--- src/pkg/lpcd_pkg.sv ---
package lpcd_pkg;

    // ==========================================================
    // Bus widths and command-bus field positions
    localparam int CA_W = 10;
    localparam int SYNC_W = 2 * CA_W + 2;
    localparam int BANK_LSB = 7;
    localparam int BANK_W = 3;
    localparam int ROW_W = 15;
    localparam int COL_W = 12;
    localparam int MR_W = 8;
    localparam int OPC_W = 4;
    // Mode register index, rising half and falling half
    localparam int MR_IDX_R_LSB = 4;
    localparam int MR_IDX_R_W = 6;
    localparam int MR_IDX_F_W = 2;
    localparam int MR_VAL_F_LSB = 2;
    // Activate row pieces
    localparam int ROW_R_LSB = 2;
    localparam int ROW_R_W = 5;
    localparam int ROW_F_LO_W = 8;
    localparam int ROW_F_HI_LSB = 8;
    localparam int ROW_F_HI_W = 2;
    // Column pieces and flags
    localparam int COL_R_LSB = 5;
    localparam int COL_R_W = 2;
    localparam int COL_F_LSB = 1;
    localparam int COL_F_W = 9;
    localparam int AUTO_CLOSE_POS = 0;
    localparam int ALL_BANK_POS = 4;
    localparam logic COL_BIT0_VALUE = 1'b0;

    // ==========================================================
    // Rising-edge opcodes on command bits 3..0 (bit 0 rightmost)
    localparam logic [OPC_W-1:0] OPC_MODE_WRITE = 4'b0000;
    localparam logic [OPC_W-1:0] OPC_MODE_READ = 4'b1000;
    localparam logic [OPC_W-1:0] OPC_REF_ONE = 4'b0100;
    localparam logic [OPC_W-1:0] OPC_REF_ALL = 4'b1100;
    localparam logic [OPC_W-1:0] OPC_ACTIVATE = 4'b??10;
    localparam logic [OPC_W-1:0] OPC_WRITE = 4'b?001;
    localparam logic [OPC_W-1:0] OPC_READ = 4'b?101;
    localparam logic [OPC_W-1:0] OPC_PRECHARGE = 4'b1011;
    localparam logic [OPC_W-1:0] OPC_BURST_STOP = 4'b0011;
    localparam logic [2:0] OPC3_NO_OP = 3'h7;
    localparam logic [2:0] OPC3_SELF_REFRESH = 3'h4;
    localparam logic [2:0] OPC3_DEEP_SLEEP = 3'h3;

    // ==========================================================
    // Timing, clock 200 MHz
    localparam int CLK_PERIOD_PS = 5000;
    localparam int PD_EXIT_DELAY_NS = 10;
    localparam int SR_EXIT_DELAY_NS = 140;
    localparam int CLK_STABLE_CYC = 2;
    localparam int TIMER_W = 8;
    localparam logic [TIMER_W-1:0] PD_EXIT_CYC =
        TIMER_W'((PD_EXIT_DELAY_NS * 1000 + CLK_PERIOD_PS - 1)
        / CLK_PERIOD_PS);
    localparam logic [TIMER_W-1:0] SR_EXIT_CYC =
        TIMER_W'((SR_EXIT_DELAY_NS * 1000 + CLK_PERIOD_PS - 1)
        / CLK_PERIOD_PS);
    localparam logic [TIMER_W-1:0] CLK_RESUME_CYC =
        TIMER_W'(CLK_STABLE_CYC) + PD_EXIT_CYC;

    // ==========================================================
    // Types
    typedef enum logic [3:0] {
        cmd_none,
        cmd_mode_reg_write,
        cmd_mode_reg_read,
        cmd_refresh_one_bank,
        cmd_refresh_all_banks,
        cmd_activate,
        cmd_write,
        cmd_read,
        cmd_precharge,
        cmd_burst_stop
    } lpcd_kind_t;

    typedef enum logic [3:0] {
        ps_power_on,
        ps_awake,
        ps_pd_active,
        ps_pd_idle,
        ps_pd_resetting,
        ps_self_refresh_mode,
        ps_deep_sleep_mode
    } lpcd_pstate_t;

    typedef struct packed {
        logic valid;
        lpcd_kind_t kind;
        logic [BANK_W-1:0] bank;
        logic [ROW_W-1:0] row;
        logic [COL_W-1:0] column;
        logic [MR_W-1:0] mode_reg_index;
        logic [MR_W-1:0] mode_reg_value;
        logic auto_close_flag;
        logic all_bank_flag;
    } lpcd_cmd_t;

endpackage

--- src/rtl/lpcd_decoder.sv ---
`timescale 1ns/1ps
`default_nettype none

module lpcd_decoder
    import lpcd_pkg::*;
(
    input wire logic clk,
    input wire logic srst,
    input wire logic cke,
    input wire logic cs_n,
    input wire logic [CA_W-1:0] ca_rise,
    input wire logic [CA_W-1:0] ca_fall,
    input wire logic all_banks_idle,
    input wire logic in_resetting,
    input wire logic init_final_expired,
    input wire logic init_restart,
    input wire logic eight_bank_cfg,
    input wire logic clk_resumed,
    output lpcd_cmd_t cmd,
    output lpcd_pstate_t power_state,
    output logic cmd_ready,
    output logic illegal_cmd,
    output logic pd_exit_to_idle
);

    // ==========================================================
    // Pin synchronisation
    logic [SYNC_W-1:0] sync_q;
    logic s_cke;
    logic s_cs_n;
    logic [CA_W-1:0] r;
    logic [CA_W-1:0] f;
    logic cke_prev;

    lpcd_sync #(
        .WIDTH(SYNC_W)
    ) u_sync (
        .clk(clk),
        .srst(srst),
        .async_in({cke, cs_n, ca_rise, ca_fall}),
        .sync_out(sync_q)
    );

    // Split synchronised word; rising and falling halves pair
    assign {s_cke, s_cs_n, r, f} = sync_q;

    // Previous-edge clock enable
    always_ff @(posedge clk)
    begin
        if (srst)
            cke_prev <= 1'b0;
        else
            cke_prev <= s_cke;
    end

    // ==========================================================
    // Exit and clock-resume delay timer
    logic timer_load;
    logic [TIMER_W-1:0] timer_count;
    logic timer_busy;

    lpcd_timer u_timer (
        .clk(clk),
        .srst(srst),
        .load(timer_load),
        .load_count(timer_count),
        .busy(timer_busy)
    );

    // ==========================================================
    // Command decode
    logic cke_steady_high;
    logic is_no_op;
    logic cmd_slot;
    lpcd_cmd_t next_cmd;
    logic decode_illegal;

    // Steady-high cke and no-op detect
    assign cke_steady_high = cke_prev & s_cke;
    assign is_no_op = s_cs_n | (r[2:0] == OPC3_NO_OP);
    assign cmd_slot = (power_state == ps_awake) && cke_steady_high
        && !is_no_op;

    // Field extraction and opcode match
    always_comb
    begin
        next_cmd = '0;
        next_cmd.kind = cmd_none;
        decode_illegal = 1'b0;
        if (cmd_slot && !cmd_ready)
            decode_illegal = 1'b1; // Command inside exit delay
        else if (cmd_slot)
        begin
            next_cmd.valid = 1'b1;
            next_cmd.bank = r[BANK_LSB +: BANK_W];
            casez (r[OPC_W-1:0])
                OPC_MODE_WRITE:
                begin
                    next_cmd.kind = cmd_mode_reg_write;
                    next_cmd.mode_reg_index = {f[MR_IDX_F_W-1:0],
                        r[MR_IDX_R_LSB +: MR_IDX_R_W]};
                    next_cmd.mode_reg_value = f[MR_VAL_F_LSB +: MR_W];
                end
                OPC_MODE_READ:
                begin
                    next_cmd.kind = cmd_mode_reg_read;
                    next_cmd.mode_reg_index = {f[MR_IDX_F_W-1:0],
                        r[MR_IDX_R_LSB +: MR_IDX_R_W]};
                end
                OPC_REF_ONE:
                begin
                    // Only eight-bank parts take it
                    next_cmd.kind = cmd_refresh_one_bank;
                    next_cmd.valid = eight_bank_cfg;
                    decode_illegal = !eight_bank_cfg;
                end
                OPC_REF_ALL:
                    next_cmd.kind = cmd_refresh_all_banks;
                OPC_ACTIVATE:
                begin
                    next_cmd.kind = cmd_activate;
                    next_cmd.row = {f[ROW_F_HI_LSB +: ROW_F_HI_W],
                        r[ROW_R_LSB +: ROW_R_W],
                        f[ROW_F_LO_W-1:0]};
                end
                OPC_WRITE, OPC_READ:
                begin
                    // Reserved bits 3-4 are not looked at
                    next_cmd.kind = r[2] ? cmd_read : cmd_write;
                    next_cmd.column = {f[COL_F_LSB +: COL_F_W],
                        r[COL_R_LSB +: COL_R_W],
                        COL_BIT0_VALUE};
                    next_cmd.auto_close_flag = f[AUTO_CLOSE_POS];
                end
                OPC_PRECHARGE:
                begin
                    next_cmd.kind = cmd_precharge;
                    next_cmd.all_bank_flag = r[ALL_BANK_POS];
                    if (r[ALL_BANK_POS])
                        next_cmd.bank = '0; // Bank ignored
                end
                OPC_BURST_STOP:
                    next_cmd.kind = cmd_burst_stop;
                default:
                begin
                    next_cmd.valid = 1'b0;
                    decode_illegal = 1'b1;
                end
            endcase
        end
    end

    // Registered command; no-op yields no strobe, bursts go on
    always_ff @(posedge clk)
    begin
        if (srst)
            cmd <= '0;
        else
            cmd <= next_cmd;
    end

    // ==========================================================
    // Power state machine
    lpcd_pstate_t next_state;
    logic entry_illegal;
    logic exit_idle;

    // Clock-enable pair decides entry, exit or hold
    always_comb
    begin
        next_state = power_state;
        entry_illegal = 1'b0;
        exit_idle = 1'b0;
        timer_load = 1'b0;
        timer_count = CLK_RESUME_CYC;
        case (power_state)
            ps_power_on:
                if (init_restart)
                    next_state = ps_awake;
            ps_awake:
                if (cke_prev && !s_cke)
                begin
                    if (s_cs_n)
                    begin
                        // Power-down flavour from bank state
                        if (in_resetting)
                            next_state = ps_pd_resetting;
                        else if (all_banks_idle)
                            next_state = ps_pd_idle;
                        else
                            next_state = ps_pd_active;
                    end
                    else if (all_banks_idle
                        && r[2:0] == OPC3_SELF_REFRESH)
                        next_state = ps_self_refresh_mode;
                    else if (all_banks_idle
                        && r[2:0] == OPC3_DEEP_SLEEP)
                        next_state = ps_deep_sleep_mode;
                    else
                        entry_illegal = 1'b1;
                end
                else if (clk_resumed)
                    timer_load = 1'b1; // Two clocks plus exit delay
            ps_pd_active, ps_pd_idle, ps_pd_resetting:
                if (!cke_prev && s_cke)
                begin
                    if (s_cs_n)
                    begin
                        // Exit with cs high
                        next_state = ps_awake;
                        timer_load = 1'b1;
                        exit_idle = (power_state != ps_pd_resetting)
                            || init_final_expired;
                    end
                    else
                        entry_illegal = 1'b1;
                end
            ps_self_refresh_mode:
                if (s_cke && s_cs_n)
                begin
                    // Asynchronous exit, bus contents ignored
                    next_state = ps_awake;
                    timer_load = 1'b1;
                    timer_count = SR_EXIT_CYC;
                    exit_idle = 1'b1; // Self refresh exits to idle
                end
            ps_deep_sleep_mode:
                if (s_cke && s_cs_n)
                    next_state = ps_power_on;
            default:
                next_state = ps_power_on;
        endcase
    end

    // State register
    always_ff @(posedge clk)
    begin
        if (srst)
            power_state <= ps_power_on;
        else
            power_state <= next_state;
    end

    // Ready once awake and no exit delay runs
    always_ff @(posedge clk)
    begin
        if (srst)
            cmd_ready <= 1'b0;
        else
            cmd_ready <= (next_state == ps_awake) && !timer_load
                && !timer_busy;
    end

    // Illegal event pulse
    always_ff @(posedge clk)
    begin
        if (srst)
            illegal_cmd <= 1'b0;
        else
            illegal_cmd <= decode_illegal | entry_illegal;
    end

    // Power-down exit target: idle or still resetting
    always_ff @(posedge clk)
    begin
        if (srst)
            pd_exit_to_idle <= 1'b0;
        else if (timer_load && power_state != ps_awake)
            pd_exit_to_idle <= exit_idle;
    end

endmodule

`default_nettype wire

--- src/rtl/lpcd_sync.sv ---
`timescale 1ns/1ps
`default_nettype none

module lpcd_sync #(
    parameter int WIDTH = 1
) (
    input wire logic clk,
    input wire logic srst,
    input wire logic [WIDTH-1:0] async_in,
    output logic [WIDTH-1:0] sync_out
);

    // ==========================================================
    // Two-stage synchroniser, one per bit
    genvar i;
    generate
        for (i = 0; i < WIDTH; i++)
        begin : g_bit
            logic stage1;
            always_ff @(posedge clk)
            begin
                if (srst)
                begin
                    stage1 <= 1'b0;
                    sync_out[i] <= 1'b0;
                end
                else
                begin
                    stage1 <= async_in[i];
                    sync_out[i] <= stage1;
                end
            end
        end
    endgenerate

endmodule

`default_nettype wire

--- src/rtl/lpcd_timer.sv ---
`timescale 1ns/1ps
`default_nettype none

module lpcd_timer
    import lpcd_pkg::*;
(
    input wire logic clk,
    input wire logic srst,
    input wire logic load,
    input wire logic [TIMER_W-1:0] load_count,
    output logic busy
);

    logic [TIMER_W-1:0] remaining;

    // ==========================================================
    // Down counter; a new load restarts it
    always_ff @(posedge clk)
    begin
        if (srst)
            remaining <= '0;
        else if (load)
            remaining <= load_count;
        else if (remaining != '0)
            remaining <= remaining - TIMER_W'(1);
    end

    // Busy while cycles remain
    always_ff @(posedge clk)
    begin
        if (srst)
            busy <= 1'b0;
        else
            busy <= load ? (load_count != '0) : (remaining > TIMER_W'(1));
    end

endmodule

`default_nettype wire

--- config.mk ---
export PLATFORM = sky130hd
export DESIGN_NAME = lpcd_decoder
export DESIGN_NICKNAME = d
export VERILOG_FILES = /design/src/pkg/lpcd_pkg.sv /design/src/rtl/lpcd_decoder.sv /design/src/rtl/lpcd_sync.sv /design/src/rtl/lpcd_timer.sv
export SDC_FILE = /design/constraint.sdc
export NUM_CORES = 1
export LEC_CHECK = 0
export BUFFER_PORTS_ARGS = -buffer_cell sky130_fd_sc_hd__buf_2
export CAP_MARGIN = 20
export CORE_MARGIN = 4
export CORE_UTILIZATION = 43
export CTS_CLUSTER_DIAMETER = 60
export DETAILED_ROUTE_END_ITERATION = 8
export PLACE_DENSITY = 0.66
export SLEW_MARGIN = 10
export SYNTH_ARGS = -nofsm -noshare
export SYNTH_HDL_FRONTEND = slang
export SYNTH_SLANG_ARGS = --single-unit
--- constraint.sdc ---
create_clock -name clk -period 2.7 [get_ports clk]
set_input_delay 0.135 -clock clk [delete_from_list [all_inputs] [get_ports clk]]
set_output_delay 0.135 -clock clk [all_outputs]
set_load 0.02 [all_outputs]
==> out/metrics.yaml <==
status: "finished, final reports clean"
drt_wl_total_um: 7400
final.setup.tns_ps: 0
hold_path_end: "u_sync.sync_out[1]"
rsz0062_at_grt: "false"
path_cells: "or4b_1, a2111oi_4, nand3b_4, nor3_4, and2_1"
finalSetupViolCount: 0
ys.flop_type: "dfxtp_1"
via_per_inst: 4.59
wl_per_cell_um: 12.7
whs_path_depth: 2
utilization_pct: 60.5
start_util_pct: 44.7
slew_headroom_pct: 61.2
root_buffer: "clkbuf_8"
postCtsHoldBufs: 23
post-dp-hpwl_um: 5060
grt_pass1_vias: 2550
nets: 498
hp-class: "primary input to flop"
drc: 0
antenna_left: 0
grt_pass1_wl_um: 11900
slowest_stage: "or4b_1"
endpoint_kind: "flop"
ys_seq_area_share_pct: 60.7
max-vdd-ir-drop_mv: 0.408
die_area_sq_mm: 0.0102
fillers: 732
yosys_register_bits: 113
critical-path-top-delay-family: "simple AND/OR/NAND/NOR gates"
p_per_area_mw_per_mm2: 869
period_share_pct: 88.9
hp-start: "srst"
maxCapViolations: 0
clk_latency_ps: 500
finalCriticalPeriod_ps: 2400
grt_max_degree: 34
cts_buffers: 17
leakagePower_nw: 2.28
netlist.top_cell.by_area: "dfxtp_1"
max_freq_mhz: 417
area_growth_pct: 35.4
worstPathRequired_ps: 3140
post_cts_buffers: 0
syn_area_sq_mm: 0.00372
synth_edf_count: 0
hold_viol: 0
grt.overflow.total: 0
grt_use_met2_pct: 23.6
final_max_slew_viol_count: 0
insertedDiodeCount: 0
multiInputGateArea_sq_mm: 0.00135
cp_max_fo: 15
tightest_slew_ps: 582
dr_total_vias: 2678
yosysTopAreaCellShare_pct: 60.7
antenna_found_initial: 0
avgSynthCellArea_sq_um: 10.7
finalClockSkew_ps: 9.95
synth_cell_types: 47
drt-initial-drc-count: 89
worstPathArrival_ps: 2840
die_w_um: 101
clockBufferDepth: 2
die_h_um: 101
rows: 33
place.gp.congestion: 0.837
clk_pin_slew_ps: 50
port_buffers: 88
max_stage_delay_ps: 690
synthTopCellsByArea: "dfxtp_1 (61%), and2_1 (8.4%), nor2b_1 (8.4%), nor2_1 (1.8%), a21oi_1 (1.5%)"
post_cts_resized: 0
reg2regPathDepth: 5
path_class: "flop to flop"
synth_most_common_cell: "dfxtp_1"
synth_common_cells: "dfxtp_1 (113), and2_1 (50), nor2b_1 (50)"
cts_max_level: 4
grt_use_met1_pct: 19.0
ff2ff_setup_slack_ps: 300
path_buf_inv: 0
ys_warn_count: 0
use_met3_pct: 4.98
grtUsageTotal_pct: 15.2
num_io_pins: 90
drive_gt1_share_pct: 26.9
cts_sinks: 113
r2r-start: "power_state[3]"
core-area_sq_mm: 0.00834
async_flop_share_pct: 0
grt_busiest_layer: "met2"
worstSetupStartpointType: "flop"
reg2reg_to: "cmd[33]"
regArea_sq_mm: 0.00226
syn_inst: 348
dr.pass1.iters: 4
cts_tree: "done"
worst register-to-register path, stage by stage, from the launching register on:
cell and delay, ps:
dfxtp_1 360, or4b_1 690, a2111oi_4 470, nand3b_4 200, nor3_4 430, and2_1 210
cells in the final DEF (no fill, tap or decap), types with 2 or more instances in the layout:
cell,n
a211oi_1,4
a21oi_1,11
a31oi_1,2
and2_1,50
and3b_1,2
buf_2,88
buf_4,4
bufinv_16,2
clkbuf_1,2
clkbuf_16,16
clkbuf_8,2
clkinv_2,3
clkinvlp_4,3
conb_1,2
dfxtp_1,113
dlygate4sd3_1,23
ha_1,2
inv_1,8
inv_6,3
nand2_1,9
nand2b_1,3
nand3_1,2
nand3b_1,3
nand4_1,2
nand4b_1,2
nor2_1,18
nor2b_1,50
nor3_1,8
nor3b_1,3
nor4b_1,3
o21a_1,2
o21ai_0,8
or3_1,2
xnor2_1,2
xor2_1,2
cell families (layout without fill, tap and decap cells):
group	after synthesis	count (layout)	share of synthesized area, %
xor gates and xnor gates	4	4	0.941
buffers and inverters	25	155	3.09
AOI/OAI and AO/OA	35	35	6.42
DFF	113	113	60.7
and+or+nand+nor	166	166	27.5
muxes	2	2	0.571
adders and majority gates	2	2	0.672
other	1	2	0.101
area by class of cell:
class                   instances  area share [%]
clock buffers                  20            8.63
clock inverters                12            2.63
inverters                       8           0.595
multi-input cells             211            26.8
flip-flops and latches        113            44.9
well taps                     105            2.60
repair buffers                115            13.9
power breakdown:
part | leakage [nW] | internal [mW] | switching (mW) | total [mW]
logic | 1.08 | 0.231 | 0.234 | 0.465
registers | 0.922 | 1.76 | 0.0722 | 1.83
clock network | 0.272 | 1.34 | 0.748 | 2.09
total | 2.28 | 3.33 | 1.05 | 4.38
state kept, by name (all words and copies together) (netlist names):
signal,count
u_timer.busy,1
power_state,4
pd_exit_to_idle,1
illegal_cmd,1
cmd_ready,1
u_sync.sync_out,22
u_sync.g_bit.stage1,22
cke_prev,1
cmd,52
u_timer.remaining,8
metrics by stage:
stage               worst slack (ps)  instance area, sq um  hold slack, ps  power, mW  instances
floorplan                        415                  3730             263       2.20        349
finish                           300                  5040             126       4.38        584
global placement                 352                  4250             347       2.28        529
global route                     111                  5040             146       4.58        584
detailed placement               261                  4250             348       2.31        529
CTS                              247                  5040             119       4.43        584
metal layers:
metal / vias up / routed length (um)
met1: 1198 / 3300
met3: 7 / 568
li1: 1373 / -
met5: - / 0
met4: 0 / 61
met2: 100 / 3470
worst max-delay path by stage:
stage	start	to	slack, ps	cells past startpoint
2_1_floorplan	power_state[0]	cmd[2]	410	8
3_3_place_gp	power_state[3]	cmd[34]	350	5
3_5_place_dp	power_state[2]	cmd[33]	260	5
4_1_cts	power_state[3]	cmd[33]	250	5
5_1_grt	power_state[2]	cmd[33]	110	5
6_report	power_state[3]	cmd[33]	300	5
(Power assumes the default switching activity.)
